**config.mk**
```make
export PLATFORM = sky130hd
export DESIGN_NAME = insn_decode_timing
export DESIGN_NICKNAME = d
export VERILOG_FILES = /design/src/insn_decode_pkg.sv /design/src/alu_if.sv /design/src/alu_unit.sv /design/src/insn_decode_timing.sv
export SDC_FILE = /design/constraint.sdc
export NUM_CORES = 1
export LEC_CHECK = 0
export BUFFER_PORTS_ARGS = -buffer_cell sky130_fd_sc_hd__buf_4
export CAP_MARGIN = 20
export CELL_PAD_IN_SITES_DETAIL_PLACEMENT = 2
export CELL_PAD_IN_SITES_GLOBAL_PLACEMENT = 2
export CORE_MARGIN = 1
export CORE_UTILIZATION = 39
export CTS_CLUSTER_SIZE = 14
export DETAILED_ROUTE_END_ITERATION = 8
export PLACE_DENSITY_LB_ADDON = 0.1
export SLEW_MARGIN = 15
export SYNTH_ARGS = -nofsm -noshare
export SYNTH_HDL_FRONTEND = slang
export SYNTH_SLANG_ARGS = --single-unit
export TNS_END_PERCENT = 1
```
**constraint.sdc**
```tcl
create_clock -name ref_clk -period 18.2 [get_ports ref_clk]
set_input_delay 2.73 -clock ref_clk [delete_from_list [all_inputs] [get_ports ref_clk]]
set_output_delay 2.73 -clock ref_clk [all_outputs]
set_load 0.02 [all_outputs]
```
**src/insn_decode_pkg.sv**
```systemverilog
// Shared constants and types for the instruction decoder and its ALU
package insn_decode_pkg;
  // Widths
  localparam int WORD_W  = 14;
  localparam int DATA_W  = 8;
  localparam int FADDR_W = 7;
  // Oscillator cycles per instruction cycle, one per phase below
  localparam int OSC_PER_INSN = 4;
  // Reset values, extra-cycle counts and the single-bit mask
  localparam logic [13:0] RST_WORD = 14'h0000;
  localparam logic [7:0]  RST_DATA = 8'h00;
  localparam logic [1:0]  EXTRA_NONE = 2'h0;
  localparam logic [1:0]  EXTRA_ONE  = 2'h1;
  localparam logic [7:0]  BIT_ONE    = 8'h01;
  // Opcode top bits <13:12>
  localparam logic [1:0] TOP_BYTE = 2'h0;
  localparam logic [1:0] TOP_BIT  = 2'h1;
  localparam logic [1:0] TOP_LIT  = 2'h3;
  // Byte group <11:8> under TOP_BYTE
  localparam logic [3:0] B_MOVWF = 4'h0, B_CLR = 4'h1, B_SUB = 4'h2;
  localparam logic [3:0] B_DEC = 4'h3, B_IOR = 4'h4, B_AND = 4'h5;
  localparam logic [3:0] B_XOR = 4'h6, B_ADD = 4'h7, B_MOV = 4'h8;
  localparam logic [3:0] B_COM = 4'h9, B_INC = 4'hA, B_DECSZ = 4'hB;
  localparam logic [3:0] B_RRF = 4'hC, B_RLF = 4'hD, B_SWAP = 4'hE;
  localparam logic [3:0] B_INCSZ = 4'hF;
  // Group <11:8> under TOP_LIT, literal and extended byte operations
  localparam logic [3:0] L_MOVLW = 4'h0, L_SUBROUTINE_EXIT_WITH_LITERAL = 4'h4, X_LSL = 4'h5;
  localparam logic [3:0] X_LSR = 4'h6, X_ASR = 4'h7, L_IOR = 4'h8;
  localparam logic [3:0] L_AND = 4'h9, L_XOR = 4'hA, X_SUBB = 4'hB;
  localparam logic [3:0] L_SUB = 4'hC, X_ADDC = 4'hD, L_ADD = 4'hE;
  // Bit group <11:10>
  localparam logic [1:0] BIT_CLR = 2'h0, BIT_SET = 2'h1;
  // Control space prefixes
  localparam logic [6:0]  CTL0_HI    = 7'h00;   // word<13:7>
  localparam logic [9:0]  IND_MV_HI  = 10'h001; // word<13:4>
  localparam logic [11:0] RET_GRP_HI = 12'h002; // word<13:2>
  localparam logic [1:0]  RG_SUBROUTINE_INVOKE_BY_ACC   = 2'h2;
  localparam logic [1:0]  RG_BRW     = 2'h3;
  localparam logic [2:0]  CALL_HI    = 3'h4;    // word<13:11>
  localparam logic [2:0]  ABSOLUTE_JUMP_HI    = 3'h5;
  localparam logic [4:0]  BRA_HI     = 5'h19;   // word<13:9>
  // Indirect access registers sit at file addresses 0 and 1
  localparam logic [5:0]  IND_PAIR_HI = 6'h00;
  // Phase sequencer, one-hot
  typedef enum logic [3:0] {
    PH_Q1 = 4'h1, PH_Q2 = 4'h2, PH_Q3 = 4'h4, PH_Q4 = 4'h8
  } phase_t;
  typedef enum logic [1:0] {
    CLS_BYTE = 2'h0, CLS_BIT = 2'h1, CLS_CTRL = 2'h2
  } insn_class_t;
  typedef enum logic [4:0] {
    OP_NONE, OP_MOV, OP_CLR, OP_ADD, OP_ADDC, OP_SUB, OP_SUBB, OP_AND,
    OP_IOR, OP_XOR, OP_COM, OP_INC, OP_DEC, OP_RLF, OP_RRF, OP_LSL,
    OP_LSR, OP_ASR, OP_SWAP, OP_BCF, OP_BSF, OP_PASSW
  } alu_op_t;
endpackage

```
**src/alu_if.sv**
```systemverilog
// Signals between the decoder core and its ALU
`timescale 1ns/100ps
interface alu_if;
  insn_decode_pkg::alu_op_t op;
  logic [7:0]               opnd;
  logic [7:0]               w;
  logic [2:0]               bsel;
  logic                     c_in;
  logic [7:0]               res;
  logic                     c_out;
  logic                     dc_out;
  logic                     upd_c;
  logic                     upd_dc;
  logic                     upd_z;
  modport core (output op, opnd, w, bsel, c_in,
                input  res, c_out, dc_out, upd_c, upd_dc, upd_z);
  modport unit (input  op, opnd, w, bsel, c_in,
                output res, c_out, dc_out, upd_c, upd_dc, upd_z);
endinterface // alu_if

```
**src/alu_unit.sv**
```systemverilog
// Eight-bit ALU with carry, digit carry and zero update marks
`timescale 1ns/100ps
module alu_unit (
  // Operands and results
  alu_if.unit u
);
  // Single set bit, shifted into place for bit clear and bit set
  localparam logic [7:0] BIT_ONE_V = insn_decode_pkg::BIT_ONE;

  logic [7:0] addend;
  logic       cin;
  logic [8:0] sum;
  logic [4:0] nib;

  // Shared adder: subtract is add of complement plus one
  always_comb
  begin
    addend   = u.w;
    cin      = 1'b0;
    u.res    = u.opnd;
    u.c_out  = u.c_in;
    u.dc_out = 1'b0;
    u.upd_c  = 1'b0;
    u.upd_dc = 1'b0;
    u.upd_z  = 1'b0;
    if (u.op == insn_decode_pkg::OP_SUB || u.op == insn_decode_pkg::OP_SUBB)
      addend = ~u.w;
    if (u.op == insn_decode_pkg::OP_SUB)
      cin = 1'b1;
    else if (u.op == insn_decode_pkg::OP_SUBB ||
             u.op == insn_decode_pkg::OP_ADDC)
      cin = u.c_in;  // Borrow is the inverted carry
    sum = {1'b0, u.opnd} + {1'b0, addend} + {8'h00, cin};
    nib = {1'b0, u.opnd[3:0]} + {1'b0, addend[3:0]} + {4'h0, cin};
    case (u.op)
      insn_decode_pkg::OP_ADD, insn_decode_pkg::OP_ADDC,
      insn_decode_pkg::OP_SUB, insn_decode_pkg::OP_SUBB:
      begin
        u.res    = sum[7:0];
        u.c_out  = sum[8];
        u.dc_out = nib[4];
        u.upd_c  = 1'b1;
        u.upd_dc = 1'b1;
        u.upd_z  = 1'b1;
      end
      insn_decode_pkg::OP_MOV: u.upd_z = 1'b1;
      insn_decode_pkg::OP_CLR:
      begin
        u.res   = 8'h00;
        u.upd_z = 1'b1;
      end
      insn_decode_pkg::OP_AND:
      begin
        u.res   = u.opnd & u.w;
        u.upd_z = 1'b1;
      end
      insn_decode_pkg::OP_IOR:
      begin
        u.res   = u.opnd | u.w;
        u.upd_z = 1'b1;
      end
      insn_decode_pkg::OP_XOR:
      begin
        u.res   = u.opnd ^ u.w;
        u.upd_z = 1'b1;
      end
      insn_decode_pkg::OP_COM:
      begin
        u.res   = ~u.opnd;
        u.upd_z = 1'b1;
      end
      insn_decode_pkg::OP_INC:
      begin
        u.res   = u.opnd + 8'h01;
        u.upd_z = 1'b1;
      end
      insn_decode_pkg::OP_DEC:
      begin
        u.res   = u.opnd - 8'h01;
        u.upd_z = 1'b1;
      end
      insn_decode_pkg::OP_RLF, insn_decode_pkg::OP_LSL:
      begin
        u.res   = {u.opnd[6:0],
                   u.op == insn_decode_pkg::OP_RLF ? u.c_in : 1'b0};
        u.c_out = u.opnd[7];
        u.upd_c = 1'b1;
        u.upd_z = (u.op == insn_decode_pkg::OP_LSL);
      end
      insn_decode_pkg::OP_RRF, insn_decode_pkg::OP_LSR,
      insn_decode_pkg::OP_ASR:
      begin
        u.res   = {u.op == insn_decode_pkg::OP_RRF ? u.c_in :
                   u.op == insn_decode_pkg::OP_ASR ? u.opnd[7] : 1'b0,
                   u.opnd[7:1]};
        u.c_out = u.opnd[0];
        u.upd_c = 1'b1;
        u.upd_z = (u.op != insn_decode_pkg::OP_RRF);
      end
      insn_decode_pkg::OP_SWAP:  u.res = {u.opnd[3:0], u.opnd[7:4]};
      insn_decode_pkg::OP_BCF:   u.res = u.opnd & ~(BIT_ONE_V << u.bsel);
      insn_decode_pkg::OP_BSF:   u.res = u.opnd | (BIT_ONE_V << u.bsel);
      insn_decode_pkg::OP_PASSW: u.res = u.w;
      default:                   u.res = u.opnd;
    endcase
  end
endmodule // alu_unit

```
**src/insn_decode_timing.sv**
```systemverilog
// Instruction decoder, phase sequencer and cycle timing of the core
// Functional notes
// RULE_01: Every instruction is one 14-bit word holding opcode and operands.
// RULE_02: Opcodes fall into byte, bit and literal/control groups.
// RULE_03: Instructions take one instruction cycle unless listed below.
// RULE_04: Direct call and call through accumulator take two cycles.
// RULE_05: Return, return with literal and interrupt exit take two cycles.
// RULE_06: Jumps, branches and taken skips take two cycles.
// RULE_07: Indirect access pointing into program memory adds one cycle.
// RULE_08: One instruction cycle is four oscillator cycles.
// RULE_09: File operands are always read before the result is stored.
// RULE_10: File address field spans 0x00 to 0x7F in the current bank.
// RULE_11: Bit field picks one bit of the addressed 8-bit register.
// RULE_12: Destination bit 0 stores to accumulator, 1 to file register.
// RULE_13: Don't-care opcode bits are ignored, either value accepted.
// RULE_14: Pointer number field selects indirect pointer pair 0 or 1.
// RULE_15: Mode field picks pre/post increment or decrement of pointer.
// RULE_16: Conditional skip costs two cycles only when the skip is taken.
// RULE_17: Carry, digit carry and zero flags update as each op defines.
`timescale 1ns/100ps
module insn_decode_timing (
  // Clock and reset
  input  wire logic        ref_clk,
  input  wire logic        rst_n,
  // Program memory
  input  wire logic [13:0] instr_word,
  output      logic        fetch,
  // File register port
  output      logic [6:0]  file_addr,
  output      logic        file_rd,
  input  wire logic [7:0]  file_rdata,
  output      logic        file_wr,
  output      logic [7:0]  file_wdata,
  // Indirect pointers
  input  wire logic [1:0]  ind_in_prog,
  output      logic        ptr_sel,
  output      logic        ptr_adj,
  output      logic        ptr_dec,
  // Core state
  output      logic [7:0]  acc,
  output      logic        carry,
  output      logic        digit_carry_flag,
  output      logic        zero,
  output      logic [1:0]  insn_class,
  output      logic        flush
);
  typedef struct packed {
    insn_decode_pkg::phase_t phase;
    logic [1:0]  extra;
    logic [13:0] ir;
    logic [7:0]  rd;
    logic [7:0]  acc;
    logic        c;
    logic        dc;
    logic        z;
    logic        wr;
    logic [7:0]  wdata;
  } state_t;

  state_t st;
  state_t next_st;
  alu_if  alu_bus ();

  logic [1:0] top;
  logic [3:0] sub;
  logic       dbit;
  logic       is_ctl0, is_byte, is_bit, is_lit_x, is_ind_mv, is_rgrp;
  logic       uses_file, indirect, ptr_n, ind_extra;
  logic       wr_w, wr_f, skip_op, skip_taken, flag_en;
  logic       is_call, is_ret, is_jump, two_cyc, commit;
  insn_decode_pkg::alu_op_t op;

  alu_unit u_alu (
    .u (alu_bus)
  );

  // Field split of the held word; low don't-care bits never compared
  assign top  = st.ir[13:12];                                // RULE_01
  assign sub  = st.ir[11:8];
  assign dbit = st.ir[7];
  assign is_ctl0   = (st.ir[13:7] == insn_decode_pkg::CTL0_HI); // RULE_13
  assign is_ind_mv = (st.ir[13:4] == insn_decode_pkg::IND_MV_HI);
  assign is_rgrp   = (st.ir[13:2] == insn_decode_pkg::RET_GRP_HI);
  assign is_lit_x  = (top == insn_decode_pkg::TOP_LIT) &&
                     (sub == insn_decode_pkg::X_LSL ||
                      sub == insn_decode_pkg::X_LSR ||
                      sub == insn_decode_pkg::X_ASR ||
                      sub == insn_decode_pkg::X_SUBB ||
                      sub == insn_decode_pkg::X_ADDC);
  // Three opcode groups
  assign is_byte = ((top == insn_decode_pkg::TOP_BYTE) && !is_ctl0) ||
                   is_lit_x;                                 // RULE_02
  assign is_bit  = (top == insn_decode_pkg::TOP_BIT);        // RULE_02
  assign insn_class = is_byte ? insn_decode_pkg::CLS_BYTE :
                      is_bit  ? insn_decode_pkg::CLS_BIT  :
                                insn_decode_pkg::CLS_CTRL;   // RULE_02
  assign uses_file = is_byte || is_bit || is_ind_mv;

  // Indirect access and pointer pair choice
  assign indirect  = is_ind_mv ||
    (uses_file && st.ir[6:1] == insn_decode_pkg::IND_PAIR_HI);
  assign ptr_n     = is_ind_mv ? st.ir[2] : st.ir[0];        // RULE_14
  assign ind_extra = indirect && ind_in_prog[ptr_n];         // RULE_07

  // Flow control groups
  assign is_call = (st.ir[13:11] == insn_decode_pkg::CALL_HI) ||
                   (is_rgrp && st.ir[1:0] == insn_decode_pkg::RG_SUBROUTINE_INVOKE_BY_ACC);
  assign is_ret  = (is_rgrp && !st.ir[1]) ||
                   (top == insn_decode_pkg::TOP_LIT &&
                    sub == insn_decode_pkg::L_SUBROUTINE_EXIT_WITH_LITERAL);
  assign is_jump = (st.ir[13:11] == insn_decode_pkg::ABSOLUTE_JUMP_HI) ||
                   (st.ir[13:9] == insn_decode_pkg::BRA_HI) ||
                   (is_rgrp && st.ir[1:0] == insn_decode_pkg::RG_BRW);
  assign skip_op = (top == insn_decode_pkg::TOP_BYTE && !is_ctl0 &&
                    (sub == insn_decode_pkg::B_DECSZ ||
                     sub == insn_decode_pkg::B_INCSZ)) ||
                   (is_bit && st.ir[11]);
  // Bit tests compare the selected bit with the wanted polarity
  assign skip_taken = skip_op && (is_bit ?
    (st.rd[st.ir[9:7]] == st.ir[10]) :                       // RULE_11
    (alu_bus.res == insn_decode_pkg::RST_DATA));             // RULE_16
  assign two_cyc = is_call || is_ret || is_jump ||
                   skip_taken;                    // RULE_04 RULE_05 RULE_06

  // Destination steering
  assign wr_w = (is_byte && !dbit) || (is_ind_mv && !st.ir[3]) ||
                (top == insn_decode_pkg::TOP_LIT && !is_lit_x &&
                 (sub == insn_decode_pkg::L_MOVLW ||
                  sub == insn_decode_pkg::L_SUBROUTINE_EXIT_WITH_LITERAL ||
                  sub[3]));                                  // RULE_12
  assign wr_f = (is_byte && dbit) || (is_ind_mv && st.ir[3]) ||
                (is_bit && !st.ir[11]);                      // RULE_12
  // Skip forms leave the flags alone; loads through OP_MOV still update zero
  assign flag_en = !skip_op;

  // Opcode to ALU operation
  always_comb
  begin
    op = insn_decode_pkg::OP_NONE;
    if (is_ind_mv)
      op = st.ir[3] ? insn_decode_pkg::OP_PASSW : insn_decode_pkg::OP_MOV;
    else if (is_bit)
      op = (st.ir[11:10] == insn_decode_pkg::BIT_CLR) ?
             insn_decode_pkg::OP_BCF :
           (st.ir[11:10] == insn_decode_pkg::BIT_SET) ?
             insn_decode_pkg::OP_BSF : insn_decode_pkg::OP_NONE;
    else if (top == insn_decode_pkg::TOP_BYTE && !is_ctl0)
      case (sub)
        insn_decode_pkg::B_MOVWF: op = dbit ? insn_decode_pkg::OP_PASSW :
                                             insn_decode_pkg::OP_NONE;
        insn_decode_pkg::B_CLR:   op = insn_decode_pkg::OP_CLR;
        insn_decode_pkg::B_SUB:   op = insn_decode_pkg::OP_SUB;
        insn_decode_pkg::B_DEC,
        insn_decode_pkg::B_DECSZ: op = insn_decode_pkg::OP_DEC;
        insn_decode_pkg::B_IOR:   op = insn_decode_pkg::OP_IOR;
        insn_decode_pkg::B_AND:   op = insn_decode_pkg::OP_AND;
        insn_decode_pkg::B_XOR:   op = insn_decode_pkg::OP_XOR;
        insn_decode_pkg::B_ADD:   op = insn_decode_pkg::OP_ADD;
        insn_decode_pkg::B_MOV:   op = insn_decode_pkg::OP_MOV;
        insn_decode_pkg::B_COM:   op = insn_decode_pkg::OP_COM;
        insn_decode_pkg::B_INC,
        insn_decode_pkg::B_INCSZ: op = insn_decode_pkg::OP_INC;
        insn_decode_pkg::B_RRF:   op = insn_decode_pkg::OP_RRF;
        insn_decode_pkg::B_RLF:   op = insn_decode_pkg::OP_RLF;
        default:                  op = insn_decode_pkg::OP_SWAP;
      endcase
    else if (top == insn_decode_pkg::TOP_LIT)
      case (sub)
        insn_decode_pkg::X_LSL:  op = insn_decode_pkg::OP_LSL;
        insn_decode_pkg::X_LSR:  op = insn_decode_pkg::OP_LSR;
        insn_decode_pkg::X_ASR:  op = insn_decode_pkg::OP_ASR;
        insn_decode_pkg::X_SUBB: op = insn_decode_pkg::OP_SUBB;
        insn_decode_pkg::X_ADDC: op = insn_decode_pkg::OP_ADDC;
        insn_decode_pkg::L_IOR:  op = insn_decode_pkg::OP_IOR;
        insn_decode_pkg::L_AND:  op = insn_decode_pkg::OP_AND;
        insn_decode_pkg::L_XOR:  op = insn_decode_pkg::OP_XOR;
        insn_decode_pkg::L_SUB:  op = insn_decode_pkg::OP_SUB;
        insn_decode_pkg::L_ADD:  op = insn_decode_pkg::OP_ADD;
        default:                 op = insn_decode_pkg::OP_NONE;
      endcase
  end

  // ALU operands: file value for file groups, literal otherwise
  assign alu_bus.op   = op;
  assign alu_bus.opnd = uses_file ? st.rd : st.ir[7:0];
  assign alu_bus.w    = st.acc;
  assign alu_bus.bsel = st.ir[9:7];                          // RULE_11
  assign alu_bus.c_in = st.c;

  // Handshake outputs; file read happens in Q3 of every file op
  assign commit    = (st.phase == insn_decode_pkg::PH_Q4) &&
                     (st.extra == insn_decode_pkg::EXTRA_NONE);
  assign fetch     = (st.phase == insn_decode_pkg::PH_Q4);
  assign file_rd   = (st.phase == insn_decode_pkg::PH_Q3) && uses_file &&
                     (st.extra == insn_decode_pkg::EXTRA_NONE); // RULE_09
  assign file_addr = is_ind_mv ? {insn_decode_pkg::IND_PAIR_HI, st.ir[2]} :
                                 st.ir[6:0];                 // RULE_10
  assign ptr_sel   = ptr_n;
  // Pre-modes adjust in Q2 before the read, post-modes in Q4 after it
  assign ptr_adj   = is_ind_mv &&
                     (st.extra == insn_decode_pkg::EXTRA_NONE) &&
    ((st.phase == insn_decode_pkg::PH_Q2 && !st.ir[1]) ||
     (st.phase == insn_decode_pkg::PH_Q4 && st.ir[1]));      // RULE_15
  assign ptr_dec   = st.ir[0];                               // RULE_15
  assign flush     = (st.extra != insn_decode_pkg::EXTRA_NONE);
  assign file_wr   = st.wr;
  assign file_wdata = st.wdata;
  assign acc       = st.acc;
  assign carry     = st.c;
  assign digit_carry_flag = st.dc;
  assign zero      = st.z;

  // Four-phase sequencer; extra cycles run the phases with no work
  always_comb
  begin
    next_st = st;
    case (st.phase)
      insn_decode_pkg::PH_Q1:
      begin
        next_st.phase = insn_decode_pkg::PH_Q2;              // RULE_08
        next_st.wr    = 1'b0;
        if (st.extra == insn_decode_pkg::EXTRA_NONE)
          next_st.ir = instr_word;                           // RULE_01
      end
      insn_decode_pkg::PH_Q2: next_st.phase = insn_decode_pkg::PH_Q3;
      insn_decode_pkg::PH_Q3:
      begin
        next_st.phase = insn_decode_pkg::PH_Q4;
        if (file_rd)
          next_st.rd = file_rdata;                           // RULE_09
      end
      insn_decode_pkg::PH_Q4:
      begin
        next_st.phase = insn_decode_pkg::PH_Q1;
        if (!commit)
          next_st.extra = st.extra - insn_decode_pkg::EXTRA_ONE;
        else
        begin
          next_st.extra = {1'b0, two_cyc} + {1'b0, ind_extra}; // RULE_03
          if (wr_w)
            next_st.acc = alu_bus.res;                       // RULE_12
          if (wr_f)
          begin
            next_st.wr    = 1'b1;
            next_st.wdata = alu_bus.res;
          end
          if (flag_en && alu_bus.upd_c)
            next_st.c = alu_bus.c_out;                       // RULE_17
          if (flag_en && alu_bus.upd_dc)
            next_st.dc = alu_bus.dc_out;                     // RULE_17
          if (flag_en && alu_bus.upd_z)
            next_st.z = (alu_bus.res == insn_decode_pkg::RST_DATA);
        end
      end
      default: next_st.phase = insn_decode_pkg::PH_Q1;
    endcase
  end

  // State register; reset starts at Q1 with a cleared word
  always_ff @(posedge ref_clk or negedge rst_n)
  begin
    if (!rst_n)
      st <= '{phase: insn_decode_pkg::PH_Q1,
              extra: insn_decode_pkg::EXTRA_NONE,
              ir: insn_decode_pkg::RST_WORD,
              rd: insn_decode_pkg::RST_DATA,
              acc: insn_decode_pkg::RST_DATA,
              c: 1'b0, dc: 1'b0, z: 1'b0, wr: 1'b0,
              wdata: insn_decode_pkg::RST_DATA};
    else
      st <= next_st;
  end
endmodule // insn_decode_timing

```
==> insert_results.sql, run 1 <==
INSERT INTO impl_metrics (metric_group, metric, value, unit) VALUES
('timing', 'timing.final.max_slew_violations', '0', ''),
('global_route', 'pin_count_of_the_biggest_net_entering_global_routing', '49', ''),
('worst_setup_path', 'critPathArrivalTime', '7.90', 'ns'),
('clocking', 'worst_setup_hold_path_clk_slew', '0.07', 'ns'),
('timing', 'finClkSkew', '0.0143', 'ns'),
('floorplanning', 'rows', '40', ''),
('synth', 'synthesis.nets', '628', ''),
('cells_and_area', 'footprint_of_the_flip_flops_and_latches', '1200', 'µm²'),
('floorplanning', 'die_width', '115', 'µm'),
('timing', 'max_slew_margin', '0.215', ''),
('global_route', 'groute.usage.overall', '0.327', ''),
('clocking', 'cts.repair_timing.setup_buffer_count', '0', ''),
('synth', 'area_share_of_the_largest_cell_type_after_synthesis', '0.237', ''),
('synth', 'yosys_most_used_dff', 'sky130_fd_sc_hd__dfrtp_1', ''),
('floorplanning', 'initial_utilization', '0.406', ''),
('placed_design', 'finalWeightedCongestion', '0.971', ''),
('cells_and_area', 'area.growth.synth_to_final', '11.9', '%'),
('synth', 'ys_async_sr_fraction', '1.00', ''),
('synth', 'synth.top_cells.by_area', 'sky130_fd_sc_hd__dfrtp_1 (24%), sky130_fd_sc_hd__mux2_2 (9.1%), sky130_fd_sc_hd__ha_1 (5.3%), sky130_fd_sc_hd__a21oi_1 (3.7%), sky130_fd_sc_hd__nor2_1 (3.6%)', ''),
('worst_setup_path', 'crit_start', 'alu_bus.bsel[1]', ''),
('synth', 'yosys.cell_types.count', '87', ''),
('placed_design', 'hpwl', '16100', 'µm'),
('detailed_routing', 'routed_wirelength', '20700', 'µm'),
('floorplanning', 'die_height', '115', 'µm'),
('timing', 'timing.setup.tns', '0', 'ns'),
('placed_design', 'postPlaceCellArea', '5400', 'µm²'),
('clocking', 'cts_buffer_depth', '2', ''),
('timing', 'finalSetupViolations', '0', ''),
('cells_and_area', 'layout.cell_area.non_filler', '5550', 'µm²'),
('status', 'status', 'complete, no violations', ''),
('floorplanning', 'core_area', '12200', 'µm²'),
('synth', 'ffs_latches_synth', '48', ''),
('worst_setup_path', 'crit_path_end', 'st[42]', ''),
('worst_setup_path', 'timing.critical_path.to_type', 'flop', ''),
('clocking', 'cts.hold.buffers_added', '0', ''),
('worst_setup_path', 'timing.reg2reg.setup_slack', '10.47', 'ns'),
('worst_setup_path', 'startpoint_of_the_lowest_slack_register_to_register_path', 'alu_bus.bsel[1]', ''),
('worst_setup_path', 'critical_path.startpoint_type', 'flop', ''),
('floorplanning', 'num_io_pins', '61', ''),
('clocking', 'clkLatencyLatePin', '0.30', 'ns'),
('cells_and_area', 'nNetsFinal', '658', ''),
('placed_design', 'portbufs', '60', ''),
('detailed_routing', 'post_drt_wl_per_cell', '26.6', 'µm'),
('worst_setup_path', 'timing_worst_setup_path_type', 'flop to flop', ''),
('timing', 'setup_repair_after_global_routing_missed_its_margin', 'no', ''),
('detailed_routing', 'dr.first_iter.drc_count', '433', ''),
('global_route', 'grt_antenna_before_repair', '0', ''),
('timing', 'layout_setup_ws', '10.47', 'ns'),
('timing', 'finalHoldViolations', '0', ''),
('clocking', 'cts_made_buffers', '5', ''),
('timing', 'fmax', '0.129', 'GHz'),
('placed_design', 'dp_worst_setup_slack', '10.61', 'ns'),
('synth', 'synth-edff-count', '0', ''),
('detailed_routing', 'via_count', '5007', ''),
('clocking', 'tritoncts', 'built', ''),
('detailed_routing', 'drt_pass1_iterations', '5', ''),
('detailed_routing', 'detail_route.drc_violations', '0', ''),
('worst_setup_path', 'timing.rr.end', 'st[42]', ''),
('cells_and_area', 'fillerInstances', '1397', ''),
('timing', 'tightestPinTransition', '1.17', 'ns'),
('global_route', 'vias_in_the_first_global_route', '5437', ''),
('timing', 'fin_crit', '7.73', 'ns'),
('global_route', 'grt_remaining_overflow', '0', ''),
('detailed_routing', 'route.antenna.remaining_nets', '0', ''),
('cells_and_area', 'area_of_the_multi_input_gates', '3400', 'µm²'),
('worst_hold_path', 'hold_class', 'flop to flop', ''),
('clocking', 'cts_sinks', '48', ''),
('timing', 'timing.final.crit_share', '0.425', ''),
('cells_and_area', 'insertedDiodeCount', '0', ''),
('clocking', 'cts_resized', '0', ''),
('detailed_routing', 'vias_per_cell', '6.44', '');
[metrics by stage]
step | util | std cells | hold WS [ns]
after global placement | 0.442 | 768 | 0.491
final | 0.455 | 777 | 0.519
after global routing | 0.455 | 777 | 0.534
after floorplan | - | 578 | 0.468
after CTS | 0.454 | 776 | 0.522
after detailed placement | 0.442 | 768 | 0.495
[logic make-up after synthesis]
logic type / Yosys count / share of synthesized area
flops: 48 / 0.242
xor+xnor: 22 / 0.0389
fa+ha+maj: 24 / 0.0651
buf+inv: 67 / 0.0711
compound gates: 181 / 0.268
simple gates: 185 / 0.193
mux: 51 / 0.121
[critical path: stages (launching register included)]
cell and delay, ns:
sky130_fd_sc_hd__dfrtp_1 0.61, sky130_fd_sc_hd__inv_1 0.26, sky130_fd_sc_hd__ha_1 0.41, sky130_fd_sc_hd__nor4b_4 0.42, sky130_fd_sc_hd__nand3_2 0.31, sky130_fd_sc_hd__nor2_1 0.31
sky130_fd_sc_hd__nor2_1 0.11, sky130_fd_sc_hd__a21oi_2 0.14, sky130_fd_sc_hd__buf_4 0.29, sky130_fd_sc_hd__nor2_1 0.11, sky130_fd_sc_hd__and3_1 0.37, sky130_fd_sc_hd__xnor2_1 0.22
sky130_fd_sc_hd__fa_1 0.46, sky130_fd_sc_hd__fa_1 0.42, sky130_fd_sc_hd__a21o_1 0.19, sky130_fd_sc_hd__a21o_1 0.20, sky130_fd_sc_hd__a21o_1 0.19, sky130_fd_sc_hd__a21oi_1 0.22
sky130_fd_sc_hd__xnor2_1 0.10, sky130_fd_sc_hd__a221oi_1 0.31, sky130_fd_sc_hd__nand3_1 0.18, sky130_fd_sc_hd__or3_1 0.40, sky130_fd_sc_hd__or4_1 0.46, sky130_fd_sc_hd__o41ai_1 0.42
sky130_fd_sc_hd__ha_1 0.30, sky130_fd_sc_hd__nand3_1 0.09, sky130_fd_sc_hd__o211ai_1 0.09
[layout by cell type (no fill, tap or decap), types with 6 or more instances in the layout]
cell	netlist	routed
sky130_fd_sc_hd__a22oi_1	10	10
sky130_fd_sc_hd__a21o_1	9	9
sky130_fd_sc_hd__mux2_2	40	40
sky130_fd_sc_hd__a21oi_1	37	37
sky130_fd_sc_hd__nor3_1	16	16
sky130_fd_sc_hd__nand2b_1	6	6
sky130_fd_sc_hd__and2_1	11	11
sky130_fd_sc_hd__xnor2_1	9	9
sky130_fd_sc_hd__ha_1	21	21
sky130_fd_sc_hd__inv_1	20	20
sky130_fd_sc_hd__dfrtp_1	47	47
sky130_fd_sc_hd__xor2_1	13	13
sky130_fd_sc_hd__mux2i_1	8	8
sky130_fd_sc_hd__nor2b_1	7	7
sky130_fd_sc_hd__nand2_1	45	45
sky130_fd_sc_hd__buf_4	18	65
sky130_fd_sc_hd__o22ai_1	7	7
sky130_fd_sc_hd__nand3_1	20	20
sky130_fd_sc_hd__a31oi_1	7	7
sky130_fd_sc_hd__o21ai_0	28	28
sky130_fd_sc_hd__a221oi_1	7	7
sky130_fd_sc_hd__o21ai_1	6	6
sky130_fd_sc_hd__o21a_1	6	6
sky130_fd_sc_hd__nor2_1	48	48
[synthesized netlist by cell type (16+ instances only)]
| cell | instances |
|---|---|
| sky130_fd_sc_hd__nor3_1 | 16 |
| sky130_fd_sc_hd__a21oi_1 | 37 |
| sky130_fd_sc_hd__nand2_1 | 45 |
| sky130_fd_sc_hd__mux2_2 | 40 |
| sky130_fd_sc_hd__nor2_1 | 48 |
| sky130_fd_sc_hd__buf_4 | 18 |
| sky130_fd_sc_hd__ha_1 | 21 |
| sky130_fd_sc_hd__nand3_1 | 20 |
| sky130_fd_sc_hd__inv_1 | 20 |
| sky130_fd_sc_hd__o21ai_0 | 28 |
| sky130_fd_sc_hd__dfrtp_1 | 47 |
[registers in the layout (all words and copies together), names as in the netlist, 3 cells and up]
register      count
st               24
acc               8
file_wdata        8
alu_bus.bsel      3
[metal layers]
metal / vias up / share of wire / global-route usage
li1: 2199 / - / -
met1: 2555 / 0.43 / 0.441
met2: 216 / 0.47 / 0.533
met3: 37 / 0.067 / 0.0554
met4: 0 / 0.029 / 0.108
met5: - / 0 / 0
[worst min path at each step]
stage                    end          start  cells past startpoint  slack (ns)
3_3_place_gp         file_wr        file_wr                      2        0.49
6_report       file_wdata[0]  file_wdata[0]                      1        0.52
2_1_floorplan         st[47]         st[47]                      1        0.47
5_1_grt        file_wdata[0]  file_wdata[0]                      1        0.53
4_1_cts        file_wdata[3]  file_wdata[3]                      1        0.52
3_5_place_dp            zero           zero                      2        0.50
[area by class of cell]
class	instances	area share
multi-input combinational	463	0.613
clock inverter	3	0.00451
inverter	24	0.0162
tap	168	0.0379
sequential	48	0.217
timing repair buffer	66	0.0888
clock buffer	5	0.0225
Power of run 1 is left out: the tool's default activity adds up to more than one toggle a clock period on the data nets, which glitch-free logic cannot reach.
==> inputs of run 2 (changes only) <==
- CORE_UTILIZATION: 39 -> 33
- clock period: 18.2 -> 6.9 ns (I/O delays scaled with it)
==> run 2 against run 1 <==
  * Clock skew fell by 0.0024 ns
  * Wire length barely moved
  * Critical path type unchanged
  * Worst hold slack got worse by 0.024 ns
  * Worst setup slack got worse by 10 ns
  * Maximum frequency rose by 18%
  * Sequential share of layout area fell by 1.1 points
  * Sequential cell count did not move
  * Final cell count rose by 5.1%
  * Die area rose by 18%
  * Utilization fell by 5.4 points
  * Highest routed layer unchanged
==> insert_results.sql, run 2 (same netlist as run 1, synthesis figures left out) <==
INSERT INTO impl_metrics (metric_group, metric, value, unit) VALUES
('clocking', 'cts_max_level', '2', ''),
('clocking', 'clkLatencyLatePin', '0.30', 'ns'),
('placed_design', 'portbufs', '60', ''),
('worst_setup_path', 'worst-r2r-cell-count', '26', ''),
('detailed_routing', 'vias_per_cell', '6.09', ''),
('worst_setup_path', 'timing.reg2reg.setup_slack', '0.37', 'ns'),
('placed_design', 'finalWeightedCongestion', '0.898', ''),
('status', 'status', 'complete, no violations', ''),
('worst_setup_path', 'worstPathMaxFanout', '8', ''),
('timing', 'timing.final.crit_share', '0.946', ''),
('timing', 'layout_setup_ws', '0.372', 'ns'),
('global_route', 'grt_remaining_overflow', '0', ''),
('clocking', 'cts_resized', '0', ''),
('detailed_routing', 'dr.first_iter.drc_count', '380', ''),
('detailed_routing', 'via_count', '4977', ''),
('floorplanning', 'num_io_pins', '61', ''),
('cells_and_area', 'area_of_the_multi_input_gates', '3450', 'µm²'),
('worst_hold_path', 'hold_start', 'zero', ''),
('clocking', 'cts.repair_timing.setup_buffer_count', '0', ''),
('cells_and_area', 'fillerInstances', '1609', ''),
('worst_setup_path', 'critical_path_buf_inv_count', '2', ''),
('cells_and_area', 'commonest_non_fill_non_tap_cell_in_the_layout', 'sky130_fd_sc_hd__buf_4', ''),
('detailed_routing', 'route.antenna.remaining_nets', '0', ''),
('global_route', 'grt_antenna_before_repair', '0', ''),
('worst_setup_path', 'critical_path.startpoint_type', 'flop', ''),
('worst_hold_path', 'worst_hold_path.endpoint', 'zero', ''),
('detailed_routing', 'detail_route.wirelength.met1', '9630', 'µm'),
('floorplanning', 'rows', '44', ''),
('worst_setup_path', 'timing.critical_path.to_type', 'flop', ''),
('clocking', 'clock_root_buffer', 'sky130_fd_sc_hd__clkbuf_16', ''),
('worst_hold_path', 'instance_count_along_the_most_critical_hold_path', '2', ''),
('detailed_routing', 'routed.top_layer', 'met4', ''),
('clocking', 'worst_setup_hold_path_clk_slew', '0.07', 'ns'),
('cells_and_area', 'max_reg_flops', '24', ''),
('global_route', 'vias_in_the_first_global_route', '5319', ''),
('detailed_routing', 'wl_met2', '9780', 'µm'),
('worst_setup_path', 'slowest_delay', '0.50', 'ns'),
('cells_and_area', 'drive_gt1_frac', '0.288', ''),
('worst_setup_path', 'critPathArrivalTime', '6.66', 'ns'),
('timing', 'max_slew_margin', '0.289', ''),
('worst_setup_path', 'crit_slowest_cell', 'sky130_fd_sc_hd__dfrtp_1', ''),
('global_route', 'pin_count_of_the_biggest_net_entering_global_routing', '49', ''),
('detailed_routing', 'post_drt_wl_per_cell', '25.3', 'µm'),
('cells_and_area', 'top_register', 'st', ''),
('worst_setup_path', 'path_common_cell', 'sky130_fd_sc_hd__a21o_1', ''),
('clocking', 'cts_buffer_depth', '2', ''),
('cells_and_area', 'insertedDiodeCount', '0', ''),
('timing', 'timing.final.max_slew_violations', '0', ''),
('global_route', 'groute.usage.overall', '0.268', ''),
('timing', 'fin_crit', '6.53', 'ns'),
('job', 'cap_violations', '0', ''),
('worst_setup_path', 'startpoint_of_the_lowest_slack_register_to_register_path', 'alu_bus.bsel[2]', ''),
('global_route', 'grt_pass1_wl', '32100', 'µm'),
('placed_design', 'dp_worst_setup_slack', '0.284', 'ns'),
('timing', 'final.hold.worst_slack', '0.495', 'ns'),
('worst_setup_path', 'timing_worst_setup_path_type', 'flop to flop', ''),
('timing', 'fmax', '0.153', 'GHz'),
('floorplanning', 'core_area', '14600', 'µm²'),
('cells_and_area', 'nNetsFinal', '682', ''),
('worst_hold_path', 'hold_class', 'flop to flop', ''),
('timing', 'tightestPinTransition', '1.06', 'ns'),
('worst_setup_path', 'cp.required', '7.03', 'ns'),
('worst_setup_path', 'critical_path.top_delay_family', 'simple AND/OR/NAND/NOR gates', ''),
('cells_and_area', 'area.growth.synth_to_final', '17.8', '%'),
('detailed_routing', 'detail_route.drc_violations', '0', ''),
('clocking', 'cts_sinks', '48', ''),
('floorplanning', 'die_height', '125', 'µm'),
('floorplanning', 'floorplan.die_area', '15500', 'µm²'),
('floorplanning', 'initial_utilization', '0.340', ''),
('clocking', 'tritoncts', 'built', ''),
('detailed_routing', 'drt_pass1_iterations', '5', ''),
('clocking', 'cts_made_buffers', '5', ''),
('detailed_routing', 'routed-wl-met3', '949', 'µm'),
('detailed_routing', 'routed_wirelength', '20700', 'µm'),
('placed_design', 'hpwl', '16200', 'µm'),
('worst_setup_path', 'timing.rr.end', 'st[42]', ''),
('cells_and_area', 'final_cell_mix', 'sky130_fd_sc_hd__buf_4 (90), sky130_fd_sc_hd__nor2_1 (48), sky130_fd_sc_hd__dfrtp_1 (46)', ''),
('clocking', 'cts.hold.buffers_added', '0', ''),
('timing', 'finalHoldViolations', '0', ''),
('timing', 'finClkSkew', '0.0120', 'ns'),
('floorplanning', 'die_width', '125', 'µm'),
('timing', 'finalSetupViolations', '0', ''),
('cells_and_area', 'footprint_of_the_flip_flops_and_latches', '1200', 'µm²');
run 2: changes by cell type in the layout (fill, tap and decap cells not counted), sizes merged:
cell	before	now
buf	66	90
bufinv	0	2
clkbuf	5	6
clkinvlp	1	0
inv	26	24
run 2: tightest hold or removal path, cell delays in order (launching register included):
cell and delay [ns]:
sky130_fd_sc_hd__dfrtp_1 0.36, sky130_fd_sc_hd__nand2_1 0.05, sky130_fd_sc_hd__o41ai_1 0.05
run 2: area by class of cell:
cell class,instances,area share
flip-flops and latches,48,0.206
well taps,184,0.0394
clock buffers,6,0.0221
multi-input cells,463,0.591
clock inverters,2,0.0103
repair buffers,90,0.116
inverters,24,0.0159
run 2: worst max path at each step:
stage                          from  slack [ns]     end  cells after the start
floorplan           alu_bus.bsel[1]        0.02  st[42]                     29
global placement             st[39]        0.44  st[42]                     23
detailed placement  alu_bus.bsel[2]        0.28  st[42]                     26
CTS                 alu_bus.bsel[2]        0.27  st[42]                     26
global route        alu_bus.bsel[2]       -0.03  st[42]                     26
finish              alu_bus.bsel[2]        0.37  st[42]                     26
run 2: routing by layer:
metal / track usage / vias up
met3: 0.0305 / 20
met1: 0.371 / 2566
met4: 0.0581 / 0
met2: 0.447 / 144
li1: - / 2247
met5: 0 / -
run 2: per-stage QoR:
step	cells	util	setup TNS, ns	cell area [µm²]
global route	817	0.400	-0.0288	5840
global placement	809	0.385	0	5610
CTS	817	0.398	0	5800
detailed placement	809	0.385	0	5610
finish	817	0.400	0	5840
floorplan	578	-	0	4970
Power of run 2 is left out for the same reason.
==> inputs of run 3 (changes only) <==
- CORE_MARGIN: 1 -> 2
==> run 3 against run 2 <==
  * Via count decreased by 0.76%
  * Utilization increased by 0.11 points
  * Worst setup slack improved by 0.069 ns
  * Clock-buffer cell count unchanged
  * Clock skew decreased by 0.0042 ns
  * Die area increased by 3.2%
  * Global-route usage decreased by 1.4 points
  * Maximum frequency increased by 1.1%
  * Register-to-register slack improved by 0.07 ns
  * Critical path depth decreased by 3
  * Final cell count increased by 0.49%
  * Critical path type unchanged
  * Highest routed layer unchanged
==> insert_results.sql, run 3 (same netlist as run 1, synthesis figures left out) <==
INSERT INTO impl_metrics (metric_group, metric, value, unit) VALUES
('detailed_routing', 'route.antenna.remaining_nets', '0', ''),
('worst_setup_path', 'worstPathMaxFanout', '13', ''),
('cells_and_area', 'max_reg_flops', '24', ''),
('detailed_routing', 'routed_wirelength', '20400', 'µm'),
('clocking', 'clock_root_buffer', 'sky130_fd_sc_hd__clkbuf_16', ''),
('detailed_routing', 'dr.first_iter.drc_count', '478', ''),
('timing', 'max_slew_margin', '0.348', ''),
('status', 'status', 'complete, no violations', ''),
('floorplanning', 'core_area', '14600', 'µm²'),
('worst_setup_path', 'timing.critical_path.to_type', 'flop', ''),
('global_route', 'groute.usage.overall', '0.254', ''),
('cells_and_area', 'final_cell_mix', 'sky130_fd_sc_hd__buf_4 (94), sky130_fd_sc_hd__nor2_1 (48), sky130_fd_sc_hd__nand2_1 (45)', ''),
('floorplanning', 'num_io_pins', '61', ''),
('floorplanning', 'die_width', '127', 'µm'),
('placed_design', 'hpwl', '16000', 'µm'),
('timing', 'timing.final.max_slew_violations', '0', ''),
('cells_and_area', 'drive_gt1_frac', '0.297', ''),
('worst_setup_path', 'crit_slowest_cell', 'sky130_fd_sc_hd__dfrtp_2', ''),
('timing', 'layout_setup_ws', '0.440', 'ns'),
('job', 'cap_violations', '0', ''),
('floorplanning', 'die_height', '127', 'µm'),
('clocking', 'cts_sinks', '48', ''),
('worst_hold_path', 'hold_class', 'flop to flop', ''),
('timing', 'setup_repair_after_global_routing_missed_its_margin', 'no', ''),
('detailed_routing', 'drt_pass1_iterations', '4', ''),
('cells_and_area', 'commonest_non_fill_non_tap_cell_in_the_layout', 'sky130_fd_sc_hd__buf_4', ''),
('global_route', 'grt_remaining_overflow', '0', ''),
('clocking', 'clkLatencyLatePin', '0.30', 'ns'),
('worst_setup_path', 'cp.required', '7.04', 'ns'),
('timing', 'finClkSkew', '0.00776', 'ns'),
('detailed_routing', 'via_count', '4939', ''),
('clocking', 'tritoncts', 'built', ''),
('global_route', 'grt_antenna_before_repair', '0', ''),
('cells_and_area', 'top_register', 'st', ''),
('timing', 'fmax', '0.155', 'GHz'),
('worst_setup_path', 'critical_path.startpoint_type', 'flop', ''),
('timing', 'fin_crit', '6.46', 'ns'),
('timing', 'finalSetupViolations', '0', ''),
('global_route', 'pin_count_of_the_biggest_net_entering_global_routing', '49', ''),
('worst_setup_path', 'critPathArrivalTime', '6.59', 'ns'),
('worst_setup_path', 'timing_worst_setup_path_type', 'flop to flop', ''),
('clocking', 'worst_setup_hold_path_clk_slew', '0.07', 'ns'),
('detailed_routing', 'detail_route.drc_violations', '0', ''),
('timing', 'finalHoldViolations', '0', ''),
('cells_and_area', 'insertedDiodeCount', '0', ''),
('timing', 'timing.setup.tns', '0', 'ns'),
('cells_and_area', 'nNetsFinal', '686', ''),
('worst_setup_path', 'path_common_cell', 'sky130_fd_sc_hd__a21o_1', ''),
('global_route', 'grt_pass1_wl', '31900', 'µm'),
('detailed_routing', 'vias_per_cell', '6.02', ''),
('placed_design', 'finalWeightedCongestion', '0.929', ''),
('timing', 'timing.final.crit_share', '0.936', ''),
('floorplanning', 'floorplan.die_area', '16000', 'µm²'),
('clocking', 'cts_made_buffers', '5', ''),
('placed_design', 'portbufs', '60', ''),
('floorplanning', 'initial_utilization', '0.340', ''),
('cells_and_area', 'finish.utilization', '0.401', ''),
('placed_design', 'dp_worst_setup_slack', '0.192', 'ns'),
('floorplanning', 'rows', '44', ''),
('cells_and_area', 'area.growth.synth_to_final', '18.1', '%'),
('detailed_routing', 'post_drt_wl_per_cell', '24.9', 'µm'),
('worst_setup_path', 'slowest_delay', '0.50', 'ns'),
('worst_setup_path', 'timing.critical_path.cells', 'inv_2, ha_4, nor4b_4, buf_4, a211oi_4, o21ai_4, mux2i_4, inv_2, fa_1, fa_1, a21o_1, a21o_1, a21o_1, a21oi_1, xnor2_1, a221oi_1, nand3_1, or3_1, or4_1, o41ai_1, ha_1, nand3_1, o211ai_1', ''),
('clocking', 'cts_max_level', '2', ''),
('timing', 'tightestPinTransition', '0.976', 'ns'),
('clocking', 'cts_buffer_depth', '2', ''),
('global_route', 'vias_in_the_first_global_route', '5273', '');
## run 3: worst max-delay path, delay by kind of cell, from the launching register on
family / cells / cell delay, ns
AO/OA/AOI/OAI: 9 / 1.93
XOR/XNOR: 1 / 0.09
multiplexers: 1 / 0.45
AND/OR/NAND/NOR: 5 / 1.38
flip-flops: 1 / 0.50
adder cells (fa/ha/maj): 4 / 1.42
buffers and inverters: 3 / 0.51
## run 3: repair_timing
item	in CTS	in global routing
hold buffers	0	0
endpoints found under the setup margin	0	2
buffers inserted	0	6
resized for setup	0	12
## run 3: worst paths after layout
check                                start      end  slack (ns)  depth (start not counted)
max                        alu_bus.bsel[2]   st[42]        0.44                         23
min                                   zero     zero        0.51                          2
max reg2reg                alu_bus.bsel[2]   st[42]        0.44                         23
min reg2reg                           zero     zero        0.51                          2
max in group asynchronous            rst_n   st[38]        5.67                          1
min in group asynchronous            rst_n  ptr_dec        0.75                          1
## run 3: cell type report
cell class | count | area (µm²)
repair buffers | 94 | 706
well taps | 184 | 230
flip-flops and latches | 48 | 1210
multi-input cells | 463 | 3450
clock buffers | 6 | 139
fillers | 1600 | 8730
clock inverters | 2 | 38.8
inverters | 24 | 90.1
## run 3: through the flow
stage	instances	hold slack (ns)	area, µm²
6_report	821	0.507	5860
5_1_grt	821	0.523	5860
4_1_cts	815	0.517	5770
3_5_place_dp	807	0.490	5600
3_3_place_gp	807	0.488	5600
2_1_floorplan	578	0.468	4970
## run 3: layer usage
layer	GRT usage	vias up	wire length (µm)
li1	-	2256	-
met1	0.368	2524	9900
met5	0	-	0
met3	0.0380	24	913
met4	0.0575	0	379
met2	0.401	135	9250
Power of run 3 is left out for the same reason.
